[config.mk]
export PLATFORM = sky130hd
export DESIGN_NAME = timer_control_register
export DESIGN_NICKNAME = d
export VERILOG_FILES = /design/src/logic/timer_ctrl_pkg.sv /design/src/logic/edge_sync.sv /design/src/logic/prescaler.sv /design/src/logic/timer_control_register.sv
export SDC_FILE = /design/constraint.sdc
export NUM_CORES = 1
export LEC_CHECK = 0
export BUFFER_PORTS_ARGS = -buffer_cell sky130_fd_sc_hd__buf_2
export CAP_MARGIN = 25
export CORE_AREA = 2 2 85 87
export DETAILED_ROUTE_END_ITERATION = 10
export DIE_AREA = 0 0 87 89
export PLACE_DENSITY = 0.84
export SLEW_MARGIN = 10
export SYNTH_ARGS = -nofsm -noshare
export SYNTH_HDL_FRONTEND = slang
export SYNTH_SLANG_ARGS = --single-unit
[constraint.sdc]
create_clock -name clk_i -period 1.7 [get_ports clk_i]
set_input_delay 0.34 -clock clk_i [delete_from_list [all_inputs] [get_ports clk_i]]
set_output_delay 0.34 -clock clk_i [all_outputs]
set_load 0.05 [all_outputs]
[src/logic/timer_ctrl_pkg.sv]
// Contract
// - Gate polarity 1 counts while gate high, 0 while gate low.
// - With run set, gate enable 1 counts only on active gate, else always.
// - Prescale field 11/10/01/00 divides count clock by 8/4/2/1.
// - Internal oscillator without clock output: osc enable bit drives crystal.
// - Any other oscillator configuration ignores osc enable, crystal stays off.
// - External source: bypass 1 feeds raw edges, 0 synchronises first; the count here always uses synced edges, bypass only gates raw_count_clk_o.
// - Internal source ignores bypass bit and uses internal clock.
// - Source select 1 advances on rising edges of external count input.
// - Source select 0 uses instruction clock, system clock divided by four.
// - Run bit set enables timer, clear stops it and holds count.
// - Gate comes from gate pin or second comparator, chosen by software.
package timer_ctrl_pkg;
    localparam logic [31:0] CTRL_ADDR = 32'h0000_0000;
    localparam logic [31:0] GATE_SRC_ADDR = 32'h0000_0004;
    localparam logic [31:0] STATUS_ADDR = 32'h0000_0008;
    localparam logic [7:0] CTRL_RESET = 8'h00;
    localparam int BIT_RUN = 0;
    localparam int BIT_SRC = 1;
    localparam int BIT_BYPASS = 2;
    localparam int BIT_OSC_EN = 3;
    localparam int PS_LO = 4;
    localparam int BIT_GATE_EN = 6;
    localparam int BIT_GATE_POL = 7;
    localparam logic [1:0] INSTR_DIV = 2'h3; // Instruction clock: divide by 4
    localparam logic [2:0] PS_MAX = 3'h7;
    localparam logic [1:0] HTRANS_NONSEQ = 2'h2;
    localparam logic [1:0] HTRANS_SEQ = 2'h3;
endpackage : timer_ctrl_pkg

[src/logic/edge_sync.sv]
`timescale 1ns/1ps
// Two-flop synchroniser plus rising-edge detect on the synchronised level
module edge_sync (
    input wire logic clk_i,
    input wire logic rstn_i,
    input wire logic ce_i,
    input wire logic d_i,
    output logic rise_o
);
    logic s1_r;
    logic s2_r;
    logic s3_r;
    // First flop read only by the second
    always_ff @(posedge clk_i or negedge rstn_i) begin
        if (!rstn_i) begin
            s1_r <= 1'b0;
            s2_r <= 1'b0;
            s3_r <= 1'b0;
        end else if (ce_i) begin
            s1_r <= d_i;
            s2_r <= s1_r;
            s3_r <= s2_r;
        end
    end
    assign rise_o = s2_r & ~s3_r;
endmodule : edge_sync

[src/logic/prescaler.sv]
`timescale 1ns/1ps
// Divides a tick stream by 1, 2, 4 or 8
module prescaler
    import timer_ctrl_pkg::*;
(
    input wire logic clk_i,
    input wire logic rstn_i,
    input wire logic ce_i,
    input wire logic tick_i,
    input wire logic [1:0] sel_i,
    output logic tick_o
);
    logic [2:0] cnt_r;
    logic [2:0] mask;
    // Mask picks how many low bits must be all ones
    always_comb begin
        unique case (sel_i)
            2'h0: mask = 3'h0;
            2'h1: mask = 3'h1;
            2'h2: mask = 3'h3;
            2'h3: mask = PS_MAX;
        endcase
    end
    assign tick_o = tick_i & ((cnt_r & mask) == mask);
    always_ff @(posedge clk_i or negedge rstn_i) begin
        if (!rstn_i) begin
            cnt_r <= 3'h0;
        end else if (ce_i && tick_i) begin
            cnt_r <= cnt_r + 3'h1;
        end
    end
endmodule : prescaler

[src/logic/timer_control_register.sv]
`timescale 1ns/1ps
// Timer control register with AHB-Lite access and the count-enable logic
module timer_control_register
    import timer_ctrl_pkg::*;
(
    input wire logic clk_i,
    input wire logic rstn_i,
    input wire logic ce_i,
    input wire logic hsel,
    input wire logic [31:0] haddr,
    input wire logic [1:0] htrans,
    input wire logic hwrite,
    input wire logic [2:0] hsize,
    input wire logic [31:0] hwdata,
    input wire logic hready,
    output logic [31:0] hrdata,
    output logic hreadyout,
    output logic hresp,
    input wire logic external_count_input_i,
    input wire logic gate_input_pin_i,
    input wire logic second_comparator_output_i,
    input wire logic internal_oscillator_i,
    input wire logic clock_output_pin_en_i,
    input wire logic [1:0] prescale_select_o_unused_i,
    output logic [1:0] prescale_select_o,
    output logic clock_source_select_o,
    output logic sync_bypass_bit_o,
    output logic gate_enable_bit_o,
    output logic gate_polarity_select_o,
    output logic timer_run_bit_o,
    output logic low_power_crystal_mode_o,
    output logic count_tick_o,
    output logic raw_count_clk_o
);
    logic [7:0] timer_control_r;
    logic gate_source_select_r;
    logic wr_pend_r;
    logic [31:0] addr_r;
    logic [31:0] rdata_r;
    logic [1:0] inst_cnt_r;
    logic inst_tick;
    logic ext_rise;
    logic src_tick;
    logic gate_sig;
    logic gate_active;
    logic count_en;
    logic ps_tick;
    logic accept;

    assign accept = hsel && hready && (htrans == HTRANS_NONSEQ ||
                    htrans == HTRANS_SEQ);

    // Address phase capture; zero wait states
    always_ff @(posedge clk_i or negedge rstn_i) begin
        if (!rstn_i) begin
            wr_pend_r <= 1'b0;
            addr_r <= 32'h0000_0000;
        end else if (ce_i && hready) begin
            wr_pend_r <= accept && hwrite;
            addr_r <= haddr;
        end
    end

    // Control bits clear on reset and are fully writable
    always_ff @(posedge clk_i or negedge rstn_i) begin
        if (!rstn_i) begin
            timer_control_r <= CTRL_RESET;
            gate_source_select_r <= 1'b0;
        end else if (ce_i && wr_pend_r) begin
            if (addr_r == CTRL_ADDR) begin
                timer_control_r <= hwdata[7:0];
            end
            if (addr_r == GATE_SRC_ADDR) begin
                gate_source_select_r <= hwdata[0];
            end
        end
    end

    // Read data registered at the address phase; unmapped reads zero
    always_ff @(posedge clk_i or negedge rstn_i) begin
        if (!rstn_i) begin
            rdata_r <= 32'h0000_0000;
        end else if (ce_i && accept && !hwrite) begin
            if (haddr == CTRL_ADDR) begin
                rdata_r <= {24'h00_0000, timer_control_r};
            end else if (haddr == GATE_SRC_ADDR) begin
                rdata_r <= {31'h0000_0000, gate_source_select_r};
            end else if (haddr == STATUS_ADDR) begin
                rdata_r <= {29'h0000_0000, low_power_crystal_mode_o,
                            gate_active, count_en};
            end else begin
                rdata_r <= 32'h0000_0000;
            end
        end
    end
    assign hrdata = rdata_r;
    assign hreadyout = 1'b1;
    assign hresp = 1'b0;

    // Field outputs
    assign prescale_select_o = timer_control_r[PS_LO+1:PS_LO];
    assign clock_source_select_o = timer_control_r[BIT_SRC];
    assign sync_bypass_bit_o = timer_control_r[BIT_BYPASS];
    assign gate_enable_bit_o = timer_control_r[BIT_GATE_EN];
    assign gate_polarity_select_o = timer_control_r[BIT_GATE_POL];
    assign timer_run_bit_o = timer_control_r[BIT_RUN];

    // Crystal only usable when running internal osc without clock out
    assign low_power_crystal_mode_o = internal_oscillator_i &&
        !clock_output_pin_en_i && timer_control_r[BIT_OSC_EN];

    // Instruction clock tick once every four system clocks
    always_ff @(posedge clk_i or negedge rstn_i) begin
        if (!rstn_i) begin
            inst_cnt_r <= 2'h0;
        end else if (ce_i) begin
            inst_cnt_r <= inst_cnt_r + 2'h1;
        end
    end
    assign inst_tick = (inst_cnt_r == INSTR_DIV);

    edge_sync u_ext_sync (
        .clk_i(clk_i),
        .rstn_i(rstn_i),
        .ce_i(ce_i),
        .d_i(external_count_input_i),
        .rise_o(ext_rise)
    );

    // Unsynchronised path is handed out raw; this domain only sees sync ticks
    assign raw_count_clk_o = clock_source_select_o && sync_bypass_bit_o &&
        external_count_input_i;
    assign src_tick = clock_source_select_o ? ext_rise : inst_tick;

    // Gate source and polarity
    assign gate_sig = gate_source_select_r ? second_comparator_output_i :
        gate_input_pin_i;
    assign gate_active = gate_polarity_select_o ? gate_sig : !gate_sig;
    assign count_en = timer_run_bit_o &&
        (!gate_enable_bit_o || gate_active);

    prescaler u_ps (
        .clk_i(clk_i),
        .rstn_i(rstn_i),
        .ce_i(ce_i),
        .tick_i(src_tick && count_en),
        .sel_i(prescale_select_o),
        .tick_o(ps_tick)
    );

    // Stopped timer produces no ticks, so the count holds
    always_ff @(posedge clk_i or negedge rstn_i) begin
        if (!rstn_i) begin
            count_tick_o <= 1'b0;
        end else if (ce_i) begin
            count_tick_o <= ps_tick;
        end
    end
endmodule : timer_control_register

==> out/qor.yml, run 1 <==
run_status:
  status: "complete, but fails checks"
  violations: "negative setup slack"
clock_network:
  cts_hold_buf: 0
  cts-buffers-inserted: 9
  cts.sinks: 59
  cts-root-buf: "clkbuf_8"
  tritoncts: "done"
  insertion_delay_ps: 330
  h-tree-depth: 3
  clkTransAtPathRegs_ps: 70
  clockBufferDepth: 2
global_route:
  antenna_found_initial: 0
  grt-ovfl-total: 0
  grt_usage: 0.1549
  grt_max_degree: 60
  grt_first_pass_wirelength_mm: 9.052
  grt_pass1_vias: 1923
critical_path:
  slowest_delay_ps: 390
  crit_path_top_delay_cell: "dfrtp_1"
  arrival_ps: 1970
  worstPathCellList: "nor4_2, nand3_2, nor4_4, buf_6, mux2_2"
  crit_type: "register to register"
  cp_top_family: "simple AND/OR/NAND/NOR gates"
  end_kind: "register"
  path_max_fanout: 8
  crit_required_ps: 1900
  cp-start-kind: "register"
  critPathBufInv: 1
timing:
  hold_viol: 0
  setup_slack_ps: -67.74
  timing.setup.tns_ps: -475.6
  min_period_over_period: 1.040
  max_freq_mhz: 565.7
  drv_slew: 0
  finClkSkew_ps: 9.386
  min_period_ps: 1768
  setup_viol: 8
  rsz0062_at_grt: "true"
power_and_ir_drop:
  irDropWorstVdd_uv: 476.5
  p_leak_nw: 1.702
  pwr_density_cell_nw_per_um2: 1061
synthesis:
  seq_area_frac_synth: 0.5280
  synth_area_leaders: "dfrtp_1 (53%), mux2_2 (19%), buf_4 (7.5%)"
  synth_largest_area_cell: "dfrtp_1"
  ys.warnings.count: 0
  synth_edf_count: 0
  ys_ff_latch: 59
  ys_async_sr_fraction: 1.000
  synth_top_area_frac: 0.5280
  syn-cell-area_um2: 2796
  synth_cells: 224
  avgSynthCellArea_um2: 12.48
  ys_types: 38
  ys.flop_type: "dfrtp_1"
floorplan:
  start_util: 0.4162
  die_h_um: 89
  io_pins: 126
  num_rows: 30
  dieArea_um2: 7743
  fp.coreArea_um2: 6719
  die_x_um: 87
route:
  drc: 0
  antenna_left: 0
  wirelength_mm: 5.641
  wl_per_cell_um: 14.50
  routed_via_density: 4.856
  drt_first_pass_iters: 4
  vias: 1889
  drtIter0Drc: 97
placed_design:
  dp_hpwl_mm: 4.186
  io_buffers: 69
  gp_congestion: 0.7763
finish:
  antennaDiodeCount: 0
  syn_to_final_growth_pct: 25.73
  final_core_util: 0.5233
  fillers: 568
  fin_nets: 388
  regArea_um2: 1476
  final_common_cell: "buf_2"
  multi_input_area_um2: 1226
  final_cell_mix: "buf_2 (69), dfrtp_1 (59), mux2_2 (46)"
  drive_above_1_share: 0.4951
job:
  maxCapViolCount: 0
min_path:
  hold_path.class: "primary input to async pin"
## path summary, 6_finish.rpt
check                      slack [ps]     startpoint  cells past startpoint                  to
hold reg to reg                   470  u_ps.cnt_r[2]                      1       u_ps.cnt_r[2]
hold / removal                     10         rstn_i                      2     u_ext_sync.s2_r
setup reg to reg                  -70     addr_r[26]                      5  timer_control_r[3]
min in group clk_i                240      hwdata[5]                      2  timer_control_r[5]
max in group asynchronous        1430         rstn_i                      2           hrdata[6]
setup / recovery                  -70     addr_r[26]                      5  timer_control_r[3]
## Yosys cell counts, drive strengths merged (4+ instances only)
cell,number
nor4,14
dfrtp,59
or4b,4
mux2,46
nand2,14
nor2,4
buf,31
clkbuf,6
o21ai,6
## what timing repair did
action / 4_1_cts / 5_1_grt
gates resized for setup: 3 / 8
pin swaps: 1 / 2
buffers inserted: 0 / 1
endpoints found under the setup margin: 9 / 9
## per-stage QoR
| step | cell area, um2 | std cells | hold WS [ps] | worst slack (ps) | total power, mW |
|---|---|---|---|---|---|
| final | 3516 | 389 | 10.97 | -67.74 | 3.730 |
| after global routing | 3516 | 389 | 23.39 | -175.0 | 3.908 |
| after CTS | 3453 | 388 | 12.45 | -103.9 | 3.734 |
| after detailed placement | 3194 | 372 | 370.9 | -282.8 | 2.162 |
| after global placement | 3194 | 372 | 362.4 | -238.3 | 2.129 |
| after floorplan | 2899 | 248 | 44.41 | -31.01 | 2.031 |
## flip-flops by register name, indices dropped and copies added, names as in the netlist
register	flops
addr_r	32
hrdata	8
timer_control_r	8
u_ps.cnt_r	3
inst_cnt_r	2
count_tick_o	1
gate_source_select_r	1
u_ext_sync.s1_r	1
u_ext_sync.s2_r	1
u_ext_sync.s3_r	1
wr_pend_r	1
## cell families after synthesis
family / Yosys count / share of synthesized area
AO/OA/AOI/OAI: 16 / 0.03893
buffers and inverters: 40 / 0.09440
other: 2 / 0.002686
XOR/XNOR: 4 / 0.01253
multiplexers: 49 / 0.1960
adder cells (fa/ha/maj): 2 / 0.008947
AND/OR/NAND/NOR: 52 / 0.1186
flip-flops: 59 / 0.5280
## final cells by class
| cell class | count | share of cell area |
|---|---|---|
| well taps | 80 | 0.02847 |
| repair buffers | 82 | 0.1306 |
| multi-input cells | 149 | 0.3488 |
| clock buffers | 12 | 0.04128 |
| clock inverters | 4 | 0.02776 |
| inverters | 3 | 0.003203 |
| flip-flops and latches | 59 | 0.4199 |
## metal layers
| layer | share of wire | track usage |
|---|---|---|
| met1 | 0.45 | 0.2004 |
| met2 | 0.49 | 0.2457 |
| met3 | 0.053 | 0.03878 |
| met5 | 0 | 0 |
| met4 | 0.012 | 0.07244 |
## worst register-to-register path, cell delays in order (launching register included)
cell and delay [ps]:
dfrtp_1 390, nor4_2 340, nand3_2 150, nor4_4 250
buf_6 180, mux2_2 340
## where the power goes
group	internal, mW	switching (mW)	leakage [nW]	total, mW
clock network	1.02	0.540	0.117	1.56
logic	0.224	0.282	0.844	0.506
registers	1.56	0.113	0.741	1.67
total	2.80	0.935	1.70	3.73
No activity file was read; power rests on OpenSTA's default activity.
==> run 2: changes to the inputs <==
Settings changed: CTS_CLUSTER_SIZE set to 25, SYNTH_HIERARCHICAL set to 1.
==> run 2 against run 1 <==
  * The run still ends with negative setup slack left
  * Die area did not move
  * Clock skew barely moved
  * Critical path depth did not move
  * Critical path type unchanged
  * Flip-flop and latch count did not move
  * Global-route usage rose by 1.5 points
  * Utilization fell by 0.52 points
  * Highest routed layer unchanged
  * Largest power group unchanged
==> out/qor.yml, run 2 <==
placed_design:
  pre_cts_ws_ps: -259.2  # +23.56 ps
  gp_congestion: 0.8253  # +6.3%
  placed_cells: 377  # +1.3%
  io_buffers: 69  # unchanged
  dp_hpwl_mm: 4.681  # +12%
  postPlaceCellArea_um2: 3176  # -0.59%
timing:
  min_period_over_period: 1.090  # +0.05042
  min_period_ps: 1853  # +85.72 ps
  setup_viol: 9  # +1
  max_freq_mhz: 539.5  # -4.6%
  setup_slack_ps: -153.5  # -85.72 ps
  finClkSkew_ps: 9.105  # -0.2805 ps
  worst_hold_slack_ps: 236.3  # +225.3 ps
  drv_slew: 0  # unchanged
  hold_viol: 0  # unchanged
  timing.setup.tns_ps: -1061  # -585.6 ps
  rsz0062_at_grt: "true"
critical_path:
  worst-r2r-setup-slack_ps: -150  # -90 ps
  critPathBufInv: 1  # unchanged
  timing.critical_path.mode_cell: "nor4_4"
  worstPathCellList: "nor4_4, nand4_1, nor4_4, buf_4, mux2_2"
  crit_path_top_delay_cell: "dfrtp_1"
  slowest_delay_ps: 400  # about the same
  cp_top_family: "simple AND/OR/NAND/NOR gates"
  cp-start-kind: "register"
  crit_type: "register to register"
  crit_required_ps: 1910  # about the same
  arrival_ps: 2060  # +90 ps
  path_max_fanout: 5  # -3
  end_kind: "register"
synthesis:
  ys_ff_latch: 59  # unchanged
  ys.flop_type: "dfrtp_1"
  synth_edf_count: 0  # unchanged
  ys_async_sr_fraction: 1.000  # unchanged
  seq_area_frac_synth: 0.5318  # +0.003807
  syn-cell-area_um2: 2776  # -0.72%
  ys_types: 34  # -11%
  synth_area_leaders: "dfrtp_1 (53%), mux2_2 (19%), buf_4 (7.6%)"
  yosysMostFrequentCell: "dfrtp_1"
  ys.warnings.count: 6  # +6
  synth_largest_area_cell: "dfrtp_1"
  synth_top_area_frac: 0.5318  # +0.003807
  avgSynthCellArea_um2: 12.29  # -1.6%
  synth_cells: 226  # +0.89%
  ys_top_cells_by_count: "dfrtp_1 (59), mux2_2 (47), buf_4 (28)"
clock_network:
  insertion_delay_ps: 330  # about the same
  clkTransAtPathRegs_ps: 60  # about the same
  cts.sinks: 59  # unchanged
  cts-root-buf: "clkbuf_8"
  h-tree-depth: 3  # unchanged
  tritoncts: "done"
  clockBufferDepth: 2  # unchanged
  cts-buffers-inserted: 9  # unchanged
route:
  wirelength_mm: 6.011  # +6.6%
  vias: 1969  # +4.2%
  wl_per_cell_um: 15.14  # +4.4%
  antenna_left: 0  # unchanged
  routed_via_density: 4.960  # +2.1%
  drt_first_pass_iters: 4  # unchanged
  drc: 0  # unchanged
  drtIter0Drc: 126  # +30%
power_and_ir_drop:
  power.internal_mw: 2.576  # -7.8%
  p_seq_frac: 0.478  # +0.031
  irDropWorstVdd_uv: 440.3  # -7.6%
  p_clk_frac: 0.377  # -0.040
  pwr_density_cell_nw_per_um2: 998.3  # -5.9%
  pwr-share-comb: 0.145  # +0.009
  p_sw_frac: 0.2587  # +0.008127
  switchingPower_uw: 899.0  # -3.8%
  p_leak_nw: 1.677  # -1.5%
global_route:
  grt.busiest_layer: "met2"
  grt_max_degree: 30  # -50%
  grt_first_pass_wirelength_mm: 9.770  # +7.9%
  met3_usage: 0.03509  # -0.003693
  grt_util_met1: 0.1906  # -0.009737
  met2_usage: 0.2942  # +0.04858
  grt-ovfl-total: 0  # unchanged
  grt_usage: 0.1702  # +0.01525
  grt_pass1_vias: 2070  # +7.6%
  antenna_found_initial: 0  # unchanged
finish:
  fin_cells: 397  # +2.1%
  drive_above_1_share: 0.4858  # -0.009341
  largest_reg_flops: 32  # unchanged
  final_area_um2: 3481  # -1.0%
  final_cell_mix: "buf_2 (69), dfrtp_1 (58), mux2_2 (42)"
  syn_to_final_growth_pct: 25.37
  antennaDiodeCount: 0  # unchanged
  fin_nets: 396  # +2.1%
  top_register: "addr_r"
  final_common_cell: "buf_2"
run_status:
  violations: "negative setup slack"
  status: "complete, but fails checks"
job:
  maxCapViolCount: 0  # unchanged
floorplan:
  dieArea_um2: 7743  # unchanged
  die_x_um: 87  # unchanged
  num_rows: 30  # unchanged
  fp.coreArea_um2: 6719  # unchanged
  die_h_um: 89  # unchanged
  io_pins: 126  # unchanged
  start_util: 0.4132  # -0.002979
min_path:
  hold_path.class: "primary input to register"
run 2: changes by cell type after synthesis, sizes merged, moves of 3 or more:
cell and delta:
buf -3, or4b -4, nand2 +6, o41ai -3
run 2: logic make-up after synthesis:
| kind of cell | share of synthesized area |
|---|---|
| AND/OR/NAND/NOR | 0.1163 |
| other | 0.002705 |
| flip-flops | 0.5318 |
| XOR/XNOR | 0.01262 |
| buffers and inverters | 0.08382 |
| AO/OA/AOI/OAI | 0.03335 |
| multiplexers | 0.2105 |
| adder cells (fa/ha/maj) | 0.009012 |
run 2: path summary, 6_finish.rpt:
kind	startpoint	endpoint	cells after the start
worst max-delay path	addr_r[12]	timer_control_r[4]	5
worst min-delay path	hwdata[7]	timer_control_r[7]	2
worst max register to register	addr_r[12]	timer_control_r[4]	5
worst min register to register	u_ps/cnt_r[2]	u_ps/cnt_r[2]	1
max in group asynchronous	rstn_i	timer_control_r[7]	3
min in group asynchronous	rstn_i	addr_r[23]	2
run 2: stage by stage:
step                total power, mW  utilization
floorplan                     2.016            -
global placement              2.120       0.4726
detailed placement            2.163       0.4726
CTS                           3.490       0.5130
global route                  3.638       0.5181
finish                        3.475       0.5181
run 2: layout make-up:
class | count | area, um2
fillers | 555 | 3238
repair buffers | 83 | 465.4
multi-input cells | 157 | 1224
well taps | 80 | 100.1
inverters | 2 | 7.507
flip-flops and latches | 59 | 1478
clock buffers | 15 | 176.4
clock inverters | 1 | 30.03
run 2: routing by layer:
metal	share of wire	vias to the layer above
met5	0	-
met3	0.043	20
met1	0.40	957
met2	0.52	68
met4	0.038	0
li1	-	924
run 2: repair_timing:
item	4_1_cts	5_1_grt
hold endpoints to repair	15	0
setup endpoints to repair	9	11
gates resized for setup	9	6
hold buffers	1	0
pin swaps	4	1
buffers inserted	1	2
run 2: power by group through the flow:
stage                     registers [mW]  clock network [mW]  logic, mW
after floorplan                     1.64                   0      0.379
after global routing                1.68                1.40      0.557
after CTS                           1.66                1.33      0.504
final                               1.66                1.31      0.505
after global placement              1.65                   0      0.467
after detailed placement            1.67                   0      0.495
run 2: worst reg2reg max path, delay by kind of cell (launching register included):
family                 cells  cell delay [ps]
buffers and inverters      1              200
and+or+nand+nor            3              790
DFF                        1              400
muxes                      1              340
